`src/design/ddrsg_pkg.sv`:
```
// Shared constants for the strobe group data path: register map, field
// positions, reset values, timing counts and the group width decode.
// Assumes a 250 MHz core clock and a Wishbone classic register port.
package ddrsg_pkg;

  // ----------------------------------------------------------------
  // Register map
  // ----------------------------------------------------------------
  localparam int ADR_W = 8;
  localparam logic [7:0] REG_CTRL = 8'h00;
  localparam logic [7:0] REG_STATUS = 8'h04;
  localparam int CTRL_CAPEN_BIT = 0;
  localparam int CTRL_RDCLK_BIT = 1;
  localparam int CTRL_SHIFT_LSB = 8;
  localparam int SHIFT_W = 8;
  localparam logic [31:0] CTRL_RESET = 32'h0000_0a01;
  localparam int STAT_SETTLED_BIT = 0;
  localparam int STAT_ARMED_BIT = 1;
  localparam int STAT_PERR_BIT = 2;
  localparam int STAT_BEATS_LSB = 16;
  localparam int BEAT_W = 16;

  // ----------------------------------------------------------------
  // Timing
  // ----------------------------------------------------------------
  localparam int CLK_PERIOD_NS = 4;
  localparam int MCLK_PERIOD_NS = 160;
  localparam int MCLK_HALF_CYC = MCLK_PERIOD_NS / (2 * CLK_PERIOD_NS);
  localparam int SETTLE_REF_CYCLES = 256;
  localparam int SETTLE_W = 9;

  // ----------------------------------------------------------------
  // Group widths and check code
  // ----------------------------------------------------------------
  localparam int MODE_X8 = 8;
  localparam int MODE_X16 = 16;
  localparam int MODE_X32 = 32;
  localparam int ECC_DATA_W = 64;
  localparam int ECC_CODE_W = 72;
  localparam int ECC_CHK_W = 7;

  // Odd widths round up to the next supported grouping
  function automatic int groupMode(input int lines);
    if (lines <= MODE_X8)
      return MODE_X8;
    else if (lines <= MODE_X16)
      return MODE_X16;
    else
      return MODE_X32;
  endfunction : groupMode

endpackage : ddrsg_pkg

```
`src/design/ddrsg_datapath.sv`:
```
// Strobe group data path toward DDR or reduced-latency DRAM, one group.
// Assumes the strobe and data pins are asynchronous to clk and that the
// memory clock produced here is also the phase loop's reference clock.
//
// What this block does
// - Byte-wide mode: one strobe clocks eight lines
// - Sixteen-line mode uses its own strobe position
// - Thirty-two-line mode uses its own strobe position
// - Strobe pin: bidirectional strobe or read clock
// - Odd widths round up; surplus lines stay plain
// - Capture only when bidirectional; else enables low
// - Mask low stores a beat, high skips
// - One write mask output per group
// - Mask launched with write data, quarter early
// - Check bits: encode on write, correct on read
// - Byte parity rides in group, forcing wider mode
// - Memory clock from a toggle register dividing clk
// - Inverted shifted strobe captures read data
// - Phase loop needs 256 reference cycles
//
// The register offsets and the Wishbone register port are this design's own decisions.
`timescale 1ns/1ns
module ddrsg_datapath
  import ddrsg_pkg::*;
#(
  parameter int DATA_W = 8,
  parameter bit PARITY_EN = 1'b0,
  parameter int MCLK_HALF = ddrsg_pkg::MCLK_HALF_CYC,
  parameter int SETTLE = ddrsg_pkg::SETTLE_REF_CYCLES,
  parameter int MODE_W =
    ddrsg_pkg::groupMode(DATA_W + (PARITY_EN ? DATA_W / 8 : 0))
)
(
  input wire logic clk,
  input wire logic reset,
  input wire logic [ddrsg_pkg::ADR_W-1:0] wb_adr_i,
  input wire logic [31:0] wb_dat_i,
  input wire logic [3:0] wb_sel_i,
  input wire logic wb_we_i,
  input wire logic wb_cyc_i,
  input wire logic wb_stb_i,
  output logic [31:0] wb_dat_o,
  output logic wb_ack_o,
  input wire logic wrValid,
  output logic wrReady_ff,
  input wire logic [DATA_W-1:0] wrData,
  input wire logic wrSkip,
  input wire logic rdStart,
  output logic rdAllowed_ff,
  output logic [DATA_W-1:0] rdData_ff,
  output logic rdValid_ff,
  input wire logic [ddrsg_pkg::ECC_DATA_W-1:0] eccWrData,
  output logic [ddrsg_pkg::ECC_CODE_W-1:0] eccWrCode,
  input wire logic [ddrsg_pkg::ECC_CODE_W-1:0] eccRdCode,
  output logic [ddrsg_pkg::ECC_DATA_W-1:0] eccRdData,
  output logic eccCorrected,
  output logic eccFatal,
  output logic memClk_ff,
  input wire logic [MODE_W-1:0] dqIn,
  output logic [MODE_W-1:0] dqOut_ff,
  output logic [MODE_W-1:0] dqOe_ff,
  input wire logic strobeIn,
  output logic strobeOut_ff,
  output logic strobeOe_ff,
  output logic write_mask_ff,
  input wire logic read_valid_flag
);

  localparam int LINES = DATA_W + (PARITY_EN ? DATA_W / 8 : 0);

  initial
  begin
    if (LINES < 1 || LINES > MODE_X32 || MODE_W != groupMode(LINES) ||
        (PARITY_EN && DATA_W % 8 != 0) || MCLK_HALF < 4 ||
        MCLK_HALF > 255 || SETTLE < 1 || SETTLE >= (1 << SETTLE_W))
      $error("ddrsg_datapath: unsupported parameter values");
  end

  // Data lines in line order, parity bits above the data
  function automatic logic [MODE_W-1:0] lineWord(input logic [DATA_W-1:0] d);
    logic [MODE_W-1:0] w;
    w = '0;
    w[DATA_W-1:0] = d;
    if (PARITY_EN)
      for (int b = 0; b < DATA_W / 8; b++)
        w[DATA_W + b] = ^d[b*8 +: 8];
    return w;
  endfunction : lineWord

  // ----------------------------------------------------------------
  // Registers over Wishbone
  // ----------------------------------------------------------------
  logic [31:0] ctrl_ff;
  logic perr_ff;
  logic settled_ff;
  logic armed_ff;
  logic [BEAT_W-1:0] beats_ff;
  logic perrSet;
  logic busHit;
  logic capEnable;
  logic readClockMode;
  logic [SHIFT_W-1:0] shiftSel;

  assign busHit = wb_cyc_i && wb_stb_i && !wb_ack_o;
  assign capEnable = ctrl_ff[CTRL_CAPEN_BIT];
  assign readClockMode = ctrl_ff[CTRL_RDCLK_BIT];
  assign shiftSel = ctrl_ff[CTRL_SHIFT_LSB +: SHIFT_W];

  always_ff @(posedge clk or posedge reset)
  begin
    if (reset)
    begin
      ctrl_ff <= CTRL_RESET;
      wb_ack_o <= 1'b0;
      wb_dat_o <= '0;
    end
    else
    begin
      wb_ack_o <= busHit;
      if (busHit && wb_we_i && wb_adr_i == REG_CTRL)
        for (int i = 0; i < 2; i++)
          if (wb_sel_i[i])
            ctrl_ff[i*8 +: 8] <= wb_dat_i[i*8 +: 8];
      wb_dat_o <= '0;
      if (busHit && !wb_we_i && wb_adr_i == REG_CTRL)
        wb_dat_o <= {16'h0000, ctrl_ff[15:8], 6'h00, ctrl_ff[1:0]};
      if (busHit && !wb_we_i && wb_adr_i == REG_STATUS)
      begin
        wb_dat_o[STAT_BEATS_LSB +: BEAT_W] <= beats_ff;
        wb_dat_o[STAT_PERR_BIT] <= perr_ff;
        wb_dat_o[STAT_ARMED_BIT] <= armed_ff;
        wb_dat_o[STAT_SETTLED_BIT] <= settled_ff;
      end
    end
  end

  // Parity error is sticky; a new error beats a write-one clear
  always_ff @(posedge clk or posedge reset)
  begin
    if (reset)
      perr_ff <= 1'b0;
    else if (perrSet)
      perr_ff <= 1'b1;
    else if (busHit && wb_we_i && wb_adr_i == REG_STATUS && wb_sel_i[0] &&
             wb_dat_i[STAT_PERR_BIT])
      perr_ff <= 1'b0;
  end

  // ----------------------------------------------------------------
  // Memory clock, write launch points and phase loop settling
  // ----------------------------------------------------------------
  logic [7:0] divCnt_ff;
  logic [SETTLE_W-1:0] settleCnt_ff;
  logic halfTick;
  logic launchTick;

  assign halfTick = divCnt_ff == 8'(MCLK_HALF - 1);
  // Minus ninety degrees: mid-way through each half period
  assign launchTick = divCnt_ff == 8'(MCLK_HALF / 2 - 1);

  always_ff @(posedge clk or posedge reset)
  begin
    if (reset)
    begin
      divCnt_ff <= '0;
      memClk_ff <= 1'b0;
    end
    else
    begin
      divCnt_ff <= halfTick ? 8'h00 : divCnt_ff + 8'h01;
      if (halfTick)
        memClk_ff <= !memClk_ff;
    end
  end

  // The memory clock doubles as the phase loop reference
  always_ff @(posedge clk or posedge reset)
  begin
    if (reset)
    begin
      settleCnt_ff <= '0;
      settled_ff <= 1'b0;
    end
    else if (!settled_ff && halfTick && !memClk_ff)
    begin
      settleCnt_ff <= settleCnt_ff + 9'h001;
      settled_ff <= settleCnt_ff == SETTLE_W'(SETTLE - 1);
    end
  end

  // ----------------------------------------------------------------
  // Write path: one holding stage, launched at quarter points
  // ----------------------------------------------------------------
  logic holdFull_ff;
  logic [MODE_W-1:0] holdLines_ff;
  logic holdSkip_ff;
  logic accept;
  logic launch;
  logic nxt_holdFull;

  assign accept = wrValid && wrReady_ff;
  assign launch = launchTick && holdFull_ff && !armed_ff;
  assign nxt_holdFull = accept || (holdFull_ff && !launch);

  always_ff @(posedge clk or posedge reset)
  begin
    if (reset)
    begin
      holdFull_ff <= 1'b0;
      wrReady_ff <= 1'b0;
      holdLines_ff <= '0;
      holdSkip_ff <= 1'b1;
    end
    else
    begin
      holdFull_ff <= nxt_holdFull;
      wrReady_ff <= !nxt_holdFull;
      if (accept)
      begin
        holdLines_ff <= lineWord(wrData);
        holdSkip_ff <= wrSkip;
      end
    end
  end

  // Mask and data share the launch register timing
  always_ff @(posedge clk or posedge reset)
  begin
    if (reset)
    begin
      dqOut_ff <= '0;
      dqOe_ff <= '0;
      write_mask_ff <= 1'b1;
      strobeOut_ff <= 1'b0;
      strobeOe_ff <= 1'b0;
    end
    else
    begin
      if (launchTick)
      begin
        dqOut_ff <= launch ? holdLines_ff : '0;
        write_mask_ff <= launch ? holdSkip_ff : 1'b1;
        for (int i = 0; i < MODE_W; i++)
          dqOe_ff[i] <= launch && capEnable && i < LINES;
        strobeOe_ff <= launch && capEnable && !readClockMode;
      end
      // Enables drop at once, not only at the next launch point
      if (!capEnable)
        dqOe_ff <= '0;
      if (!capEnable || readClockMode)
        strobeOe_ff <= 1'b0;
      strobeOut_ff <= memClk_ff;
    end
  end

  // ----------------------------------------------------------------
  // Read path: synchronise, delay by the phase shift, capture
  // ----------------------------------------------------------------
  logic [2:0] strobeSync_ff;
  logic [MODE_W-1:0] dqSync1_ff;
  logic [MODE_W-1:0] dqSync2_ff;
  logic [MODE_W-1:0] dqSync3_ff;
  logic [2:0] flagSync_ff;
  logic [SHIFT_W-1:0] shiftCnt_ff;
  logic capPending_ff;
  logic prevFlag_ff;
  logic strobeEdge;
  logic capNow;
  logic beatOk;

  // Both strobe edges count: the inverted copy clocks the opposite phase
  assign strobeEdge = strobeSync_ff[2] != strobeSync_ff[1];
  assign capNow = armed_ff && capEnable &&
    ((strobeEdge && shiftSel == '0) ||
     (capPending_ff && shiftCnt_ff == 8'h01));
  // Flag leads data by one beat, so a beat counts if the flag stood before
  assign beatOk = capNow && prevFlag_ff;

  always_ff @(posedge clk or posedge reset)
  begin
    if (reset)
    begin
      strobeSync_ff <= '0;
      dqSync1_ff <= '0;
      dqSync2_ff <= '0;
      dqSync3_ff <= '0;
      flagSync_ff <= '0;
    end
    else
    begin
      strobeSync_ff <= {strobeSync_ff[1:0], strobeIn};
      dqSync1_ff <= dqIn;
      dqSync2_ff <= dqSync1_ff;
      dqSync3_ff <= dqSync2_ff;
      flagSync_ff <= {flagSync_ff[1:0], read_valid_flag};
    end
  end

  always_ff @(posedge clk or posedge reset)
  begin
    if (reset)
    begin
      shiftCnt_ff <= '0;
      capPending_ff <= 1'b0;
    end
    else if (strobeEdge && shiftSel != '0)
    begin
      shiftCnt_ff <= shiftSel;
      capPending_ff <= 1'b1;
    end
    else if (capPending_ff)
    begin
      shiftCnt_ff <= shiftCnt_ff - 8'h01;
      capPending_ff <= shiftCnt_ff != 8'h01;
    end
  end

  // A read is armed only after settling and ends after the last beat
  always_ff @(posedge clk or posedge reset)
  begin
    if (reset)
    begin
      armed_ff <= 1'b0;
      rdAllowed_ff <= 1'b0;
      prevFlag_ff <= 1'b0;
      beats_ff <= '0;
      rdData_ff <= '0;
      rdValid_ff <= 1'b0;
      perrSet <= 1'b0;
    end
    else
    begin
      rdValid_ff <= beatOk;
      perrSet <= 1'b0;
      if (rdStart && rdAllowed_ff && capEnable && !holdFull_ff)
      begin
        armed_ff <= 1'b1;
        beats_ff <= '0;
        prevFlag_ff <= 1'b0;
      end
      else if (capNow)
      begin
        prevFlag_ff <= flagSync_ff[2];
        if (prevFlag_ff && !flagSync_ff[2])
          armed_ff <= 1'b0;
      end
      rdAllowed_ff <= settled_ff && !armed_ff && !(rdStart && rdAllowed_ff);
      if (beatOk)
      begin
        rdData_ff <= dqSync3_ff[DATA_W-1:0];
        beats_ff <= beats_ff + 16'h0001;
        perrSet <= PARITY_EN &&
          dqSync3_ff != lineWord(dqSync3_ff[DATA_W-1:0]);
      end
    end
  end

  ddrsg_secded u_secded (
    .clk(clk),
    .reset(reset),
    .encData(eccWrData),
    .encCode_ff(eccWrCode),
    .decCode(eccRdCode),
    .decData_ff(eccRdData),
    .decCorrected_ff(eccCorrected),
    .decFatal_ff(eccFatal)
  );

  // ----------------------------------------------------------------
  // Checks
  // ----------------------------------------------------------------
  property p_noReadUnsettled;
    @(posedge clk) disable iff (reset) armed_ff |-> settled_ff;
  endproperty
  a_noReadUnsettled: assert property (p_noReadUnsettled)
    else $error("Read armed before the phase loop settled");

  property p_settleCount;
    @(posedge clk) disable iff (reset)
      $rose(settled_ff) |-> settleCnt_ff == SETTLE_W'(SETTLE);
  endproperty
  a_settleCount: assert property (p_settleCount)
    else $error("Settling ended at the wrong reference count");

  property p_inputOnly;
    @(posedge clk) disable iff (reset)
      !capEnable && $past(!capEnable) |=> dqOe_ff == '0 && !strobeOe_ff;
  endproperty
  a_inputOnly: assert property (p_inputOnly)
    else $error("Output enable raised while capture is off");

  property p_maskWithData;
    @(posedge clk) disable iff (reset)
      $changed(write_mask_ff) || $changed(dqOut_ff) |-> $past(launchTick);
  endproperty
  a_maskWithData: assert property (p_maskWithData)
    else $error("Mask or data changed off the launch point");

  property p_maskIdle;
    @(posedge clk) disable iff (reset)
      !write_mask_ff |-> dqOe_ff[0] || !capEnable;
  endproperty
  a_maskIdle: assert property (p_maskIdle)
    else $error("Mask low outside a write beat");

  property p_readClockQuiet;
    @(posedge clk) disable iff (reset)
      strobeOe_ff |-> !$past(readClockMode);
  endproperty
  a_readClockQuiet: assert property (p_readClockQuiet)
    else $error("Strobe driven in read clock mode");

  property p_clockHalf;
    @(posedge clk) disable iff (reset)
      $changed(memClk_ff) |-> $past(divCnt_ff) == 8'(MCLK_HALF - 1);
  endproperty
  a_clockHalf: assert property (p_clockHalf)
    else $error("Memory clock half period wrong");

  property p_beatAfterFlag;
    @(posedge clk) disable iff (reset)
      rdValid_ff |-> $past(prevFlag_ff) && $past(capNow);
  endproperty
  a_beatAfterFlag: assert property (p_beatAfterFlag)
    else $error("Beat delivered without a prior valid flag");

  property p_surplusLines;
    @(posedge clk) disable iff (reset)
      dqOe_ff[0] |-> dqOe_ff == MODE_W'((64'h1 << LINES) - 64'h1);
  endproperty
  a_surplusLines: assert property (p_surplusLines)
    else $error("Surplus line driven on the strobe bus");

  c_write: cover property (@(posedge clk) disable iff (reset) launch);
  c_beat: cover property (@(posedge clk) disable iff (reset) rdValid_ff);
  c_settle: cover property (@(posedge clk) disable iff (reset)
    $rose(settled_ff));

endmodule : ddrsg_datapath

```
`src/design/ddrsg_secded.sv`:
```
// Single-error-correct, double-error-detect coder for a 72-bit memory word:
// 64 data bits plus 8 check bits. Both results leave through registers.
// Assumes the caller places the 72-bit code on strobe groups itself.
`timescale 1ns/1ns
module ddrsg_secded
  import ddrsg_pkg::*;
(
  input wire logic clk,
  input wire logic reset,
  input wire logic [ddrsg_pkg::ECC_DATA_W-1:0] encData,
  output logic [ddrsg_pkg::ECC_CODE_W-1:0] encCode_ff,
  input wire logic [ddrsg_pkg::ECC_CODE_W-1:0] decCode,
  output logic [ddrsg_pkg::ECC_DATA_W-1:0] decData_ff,
  output logic decCorrected_ff,
  output logic decFatal_ff
);

  // ----------------------------------------------------------------
  // Code arithmetic
  // ----------------------------------------------------------------
  // Hamming positions 1..71, check bits at powers of two, bit 0 overall
  function automatic logic [ECC_CHK_W-1:0] syndrome(input logic [71:0] c);
    logic [ECC_CHK_W-1:0] s;
    s = '0;
    for (int i = 1; i < ECC_CODE_W; i++)
      for (int p = 0; p < ECC_CHK_W; p++)
        if (i[p])
          s[p] = s[p] ^ c[i];
    return s;
  endfunction : syndrome

  function automatic logic [71:0] encode(input logic [63:0] d);
    logic [71:0] c;
    logic [ECC_CHK_W-1:0] s;
    int k;
    c = '0;
    k = 0;
    for (int i = 1; i < ECC_CODE_W; i++)
      if ((i & (i - 1)) != 0)
      begin
        c[i] = d[k];
        k++;
      end
    s = syndrome(c);
    for (int p = 0; p < ECC_CHK_W; p++)
      c[1 << p] = s[p];
    c[0] = ^c[71:1];
    return c;
  endfunction : encode

  function automatic logic [63:0] extract(input logic [71:0] c);
    logic [63:0] d;
    int k;
    d = '0;
    k = 0;
    for (int i = 1; i < ECC_CODE_W; i++)
      if ((i & (i - 1)) != 0)
      begin
        d[k] = c[i];
        k++;
      end
    return d;
  endfunction : extract

  logic [ECC_CHK_W-1:0] syn;
  logic overall;
  logic [71:0] fixed;

  always_comb
  begin
    syn = syndrome(decCode);
    overall = ^decCode;
    fixed = decCode;
    if (overall && syn < 7'(ECC_CODE_W))
      fixed[syn] = ~decCode[syn];
  end

  always_ff @(posedge clk or posedge reset)
  begin
    if (reset)
    begin
      encCode_ff <= '0;
      decData_ff <= '0;
      decCorrected_ff <= 1'b0;
      decFatal_ff <= 1'b0;
    end
    else
    begin
      encCode_ff <= encode(encData);
      decData_ff <= extract(fixed);
      decCorrected_ff <= overall;
      decFatal_ff <= !overall && syn != '0;
    end
  end

  // ----------------------------------------------------------------
  // Checks
  // ----------------------------------------------------------------
  property p_eccRoundTrip;
    @(posedge clk) disable iff (reset)
      decCode == encCode_ff |=> !decCorrected_ff && !decFatal_ff;
  endproperty
  a_eccRoundTrip: assert property (p_eccRoundTrip)
    else $error("Clean check code reported as an error");

endmodule : ddrsg_secded

```
`config.mk`:
```
export PLATFORM = sky130hd
export DESIGN_NAME = ddrsg_datapath
export DESIGN_NICKNAME = d
export VERILOG_FILES = /design/src/design/ddrsg_pkg.sv /design/src/design/ddrsg_datapath.sv /design/src/design/ddrsg_secded.sv
export SDC_FILE = /design/constraint.sdc
export NUM_CORES = 1
export LEC_CHECK = 0
export ABC_AREA = 1
export ABC_CLOCK_PERIOD_IN_PS = 9850
export BUFFER_PORTS_ARGS = -buffer_cell sky130_fd_sc_hd__buf_4
export CORE_MARGIN = 4
export CORE_UTILIZATION = 53
export CTS_BUF_LIST = sky130_fd_sc_hd__clkbuf_4 sky130_fd_sc_hd__clkbuf_8
export DETAILED_ROUTE_END_ITERATION = 6
export PLACE_DENSITY = 0.81
export SETUP_SLACK_MARGIN = 0.2
export SYNTH_ARGS = -nofsm -noshare
export SYNTH_HDL_FRONTEND = slang
export SYNTH_HIERARCHICAL = 1
export SYNTH_SLANG_ARGS = --single-unit
export TNS_END_PERCENT = 1
```
`constraint.sdc`:
```
create_clock -name clk -period 9.85 [get_ports clk]
set_input_delay 0.4925 -clock clk [delete_from_list [all_inputs] [get_ports clk]]
set_output_delay 0.4925 -clock clk [all_outputs]
set_load 0.03 [all_outputs]
```
==> flow_metrics.env <==
export IMPL_status="complete, no violations"
export IMPL_antenna_found_initial=4
export IMPL_crit_path_frequent_cell="nand2_1"
export IMPL_netlist_area_um2=15000
export IMPL_r2r_start="divCnt_ff[0]"
export IMPL_core_um2=27800
export IMPL_viasPerCell=5.12
export IMPL_synthMuxAreaShare_pct=0.677
export IMPL_p_leak_uw=0.0101
export IMPL_die_h_um=176
export IMPL_via_count=13340
export IMPL_r2r_setup_slack_ns=7.65
export IMPL_crit_path_max_fanout=38
export IMPL_final_nets=2398
export IMPL_ioPinCount=408
export IMPL_synth_edf_count=0
export IMPL_synth_distinct_cells=46
export IMPL_wl_per_cell_um=17.8
export IMPL_period_minus_slack_ns=5.23
export IMPL_vdd_drop_max_mv=0.216
export IMPL_drc_errors=0
export IMPL_critical_path_max_stage_delay_ns=0.85
export IMPL_worstPathRequired_ns=10.30
export IMPL_drive_above_1_share_pct=24.0
export IMPL_synth_xor_area_share_pct=15.8
export IMPL_synth_compound_area_share_pct=4.30
export IMPL_arrival_ns=5.68
export IMPL_ys_seq_area_share_pct=47.5
export IMPL_clock_latency_ns=0.57
export IMPL_tightest_slew_ns=1.16
export IMPL_core_rowCount=61
export IMPL_critPathLaunch="eccRdCode[23]"
export IMPL_cts_root_buffer="clkbuf_8"
export IMPL_p_total_uw=4390
export IMPL_critPathSlowestCell="nand2_1"
export IMPL_synth_top_family_by_area="simple AND/OR/NAND/NOR gates"
export IMPL_path_clk_slew_ns=0.06
export IMPL_critPathLaunchType="input port"
export IMPL_fin_crit_sh_pct=53.1
export IMPL_cts_max_level=2
export IMPL_grt_use_total_pct=29.1
export IMPL_synth_seq_cells=284
export IMPL_rsz0062_at_grt="no"
export IMPL_numCtsBuffers=45
export IMPL_routabilityCongestion=0.963
export IMPL_fillers=2172
export IMPL_grt_max_degree=92
export IMPL_antenna_left=0
export IMPL_finalCoreUtilization_pct=69.3
export IMPL_postCtsSetupBuffers=0
export IMPL_hold_viol_final=0
export IMPL_synth_simple_gate_area_share_pct=24.4
export IMPL_synthFlopType="dfrtp_1"
export IMPL_cts_sinks=284
export IMPL_fin_setup_tns_ns=0
export IMPL_hold_class="input port to flop"
export IMPL_drtPass1Iterations=6
export IMPL_maxCapViolCount=0
export IMPL_slew_violations=0
export IMPL_critPathCapture="u_secded/decData_ff[7]"
export IMPL_syn_to_final_growth_pct=28.8
export IMPL_fp_dieW_um=176
export IMPL_cts_resized_gates=0
export IMPL_cts_buffer_depth=3
export IMPL_slew_limit_headroom_pct=22.2
export IMPL_yosys_warnings=6
export IMPL_ys_async_sr_fraction_pct=100
export IMPL_grt_pass1_wl_mm=70.9
export IMPL_cts_tree="built"
export IMPL_powerDensity_nw_per_um2=228
export IMPL_multi_input_area_um2=6870
export IMPL_synth_fa_ha_area_share_pct=0.585
export IMPL_setup_violations=0
export IMPL_synthTopCellsByArea="dfrtp_1 47%, nand2_1 11%, xnor2_1 8.8%"
export IMPL_first_global_vias=13440
export IMPL_skew_ns=0.0250
export IMPL_worstSetupEndpointType="flop"
export IMPL_dp_hpwl_mm=34.5
export IMPL_yosys_area_top_type="dfrtp_1"
export IMPL_fmax_mhz=191
export IMPL_reg2regPathDepth=8
export IMPL_dieArea_um2=31000
export IMPL_overflow=0
export IMPL_yosysTopAreaCellShare_pct=46.7
export IMPL_start_util_pct=53.9
export IMPL_reg2reg_to="holdFull_ff"
export IMPL_io_buffers=377
export IMPL_avgSynthCellArea_um2=8.35
export IMPL_seqCellArea_um2=7110
export IMPL_synthesis_instances=1791
export IMPL_crit_type="input port to flop"
export IMPL_drtIter0Drc=1065
export IMPL_drt_total_wl_mm=46.4
## final cells by class
| class | count | area share [%] |
|---|---|---|
| Sequential cell | 284 | 36.9 |
| Multi-Input combinational cell | 1272 | 35.7 |
| Timing Repair Buffer | 389 | 15.3 |
| Clock buffer | 68 | 4.37 |
| Inverter | 193 | 3.83 |
| Tap cell | 378 | 2.46 |
| Clock inverter | 16 | 1.42 |
| Antenna cell | 4 | 0.0520 |
## layer usage
layer | GRT usage, % | vias to the layer above | part of all wire (%)
met4 | 13.8 | 0 | 4.7
met3 | 7.32 | 139 | 9.3
li1 | - | 6302 | -
met2 | 48.5 | 634 | 48
met5 | 0 | - | 0
met1 | 35.7 | 6265 | 38
## cell families after synthesis
kind of cell	Yosys count
xor gates and xnor gates	264
muxes	9
adders and majority gates	7
other	1
AOI/OAI and AO/OA	123
and+or+nand+nor	863
buffers and inverters	240
DFF	284
## layout by cell type (no fill, tap or decap), types with 5 or more instances in the layout
cell | Yosys | layout
conb_1 | 1 | 6
a21oi_1 | 72 | 72
mux2_2 | 9 | 9
xnor2_1 | 150 | 150
nor2_1 | 233 | 233
buf_4 | 13 | 380
o22ai_1 | 5 | 5
nand4_1 | 9 | 9
dfstp_2 | 5 | 5
bufinv_16 | 0 | 7
ha_1 | 7 | 7
dfrtp_1 | 279 | 279
clkbuf_8 | 0 | 53
nor2_4 | 5 | 5
inv_1 | 183 | 181
nor2_2 | 16 | 16
nand3_1 | 104 | 104
nor3_1 | 5 | 5
xnor2_2 | 6 | 6
o21ai_0 | 32 | 32
nand2_1 | 454 | 454
xor2_1 | 107 | 107
inv_2 | 6 | 6
o21ai_1 | 5 | 5
clkinv_2 | 0 | 6
nand3b_1 | 17 | 17
clkbuf_4 | 0 | 15
nand2_2 | 6 | 6
dlygate4sd3_1 | 0 | 9
## state kept, by name, summed over array words and instances (netlist names), 3 cells and up
signal               count
u_secded/encCode_ff     72
u_secded/decData_ff     64
wb_dat_o                26
beats_ff                16
ctrl_ff                  9
settleCnt_ff             9
divCnt_ff                8
dqOut_ff                 8
dqSync1_ff               8
dqSync2_ff               8
dqSync3_ff               8
holdLines_ff             8
rdData_ff                8
shiftCnt_ff              8
flagSync_ff              3
strobeSync_ff            3
## cell usage after synthesis (all sizes together), types with 2 or more instances
cell	count
xor2	108
buf	36
nand2	463
o211ai	2
nand3b	18
xnor2	156
mux2	9
nand3	108
a21oi	72
a21boi	2
dfstp	5
dfrtp	279
nand4	10
o21ai	37
nor2	254
o22ai	5
a31oi	3
ha	7
nor3	7
clkinv	3
inv	190
clkbuf	11
## power by group
group          internal (µW)  leakage (µW)  switching, µW
Sequential              1260       0.00343           35.1
Clock                    739      0.000589            486
Combinational            608       0.00613           1260
Total                   2600        0.0101           1780
## worst min path at each step
stage	start	to	slack, ns	depth (start not counted)
finish	dqIn[1]	dqSync1_ff[1]	0.04	1
floorplan	dqSync1_ff[0]	dqSync2_ff[0]	0.33	0
global placement	dqSync2_ff[0]	dqSync3_ff[0]	0.33	0
global route	dqIn[1]	dqSync1_ff[1]	0.01	1
detailed placement	dqSync2_ff[1]	dqSync3_ff[1]	0.34	0
CTS	dqIn[1]	dqSync1_ff[1]	0.0008	1
## stage by stage
stage	instance area, µm²	hold slack [ns]	setup slack, ns	instances
CTS	19300	0.000816	4.91	2600
global placement	18000	0.331	4.39	2507
global route	19300	0.0100	4.35	2604
floorplan	15000	0.331	5.44	1796
detailed placement	18000	0.336	4.32	2507
finish	19300	0.0401	4.62	2604
## worst max-delay path, delay by kind of cell
family / cells / cell delay [ns]
and+or+nand+nor: 17 / 3.43
AOI/OAI and AO/OA: 3 / 0.91
buffers and inverters: 5 / 0.81
## what timing repair did
action,4_1_cts,5_1_grt
hold buffers,9,0
endpoints found under the hold margin,9,0
setup endpoints to repair,0,0
(Power assumes the default switching activity.)
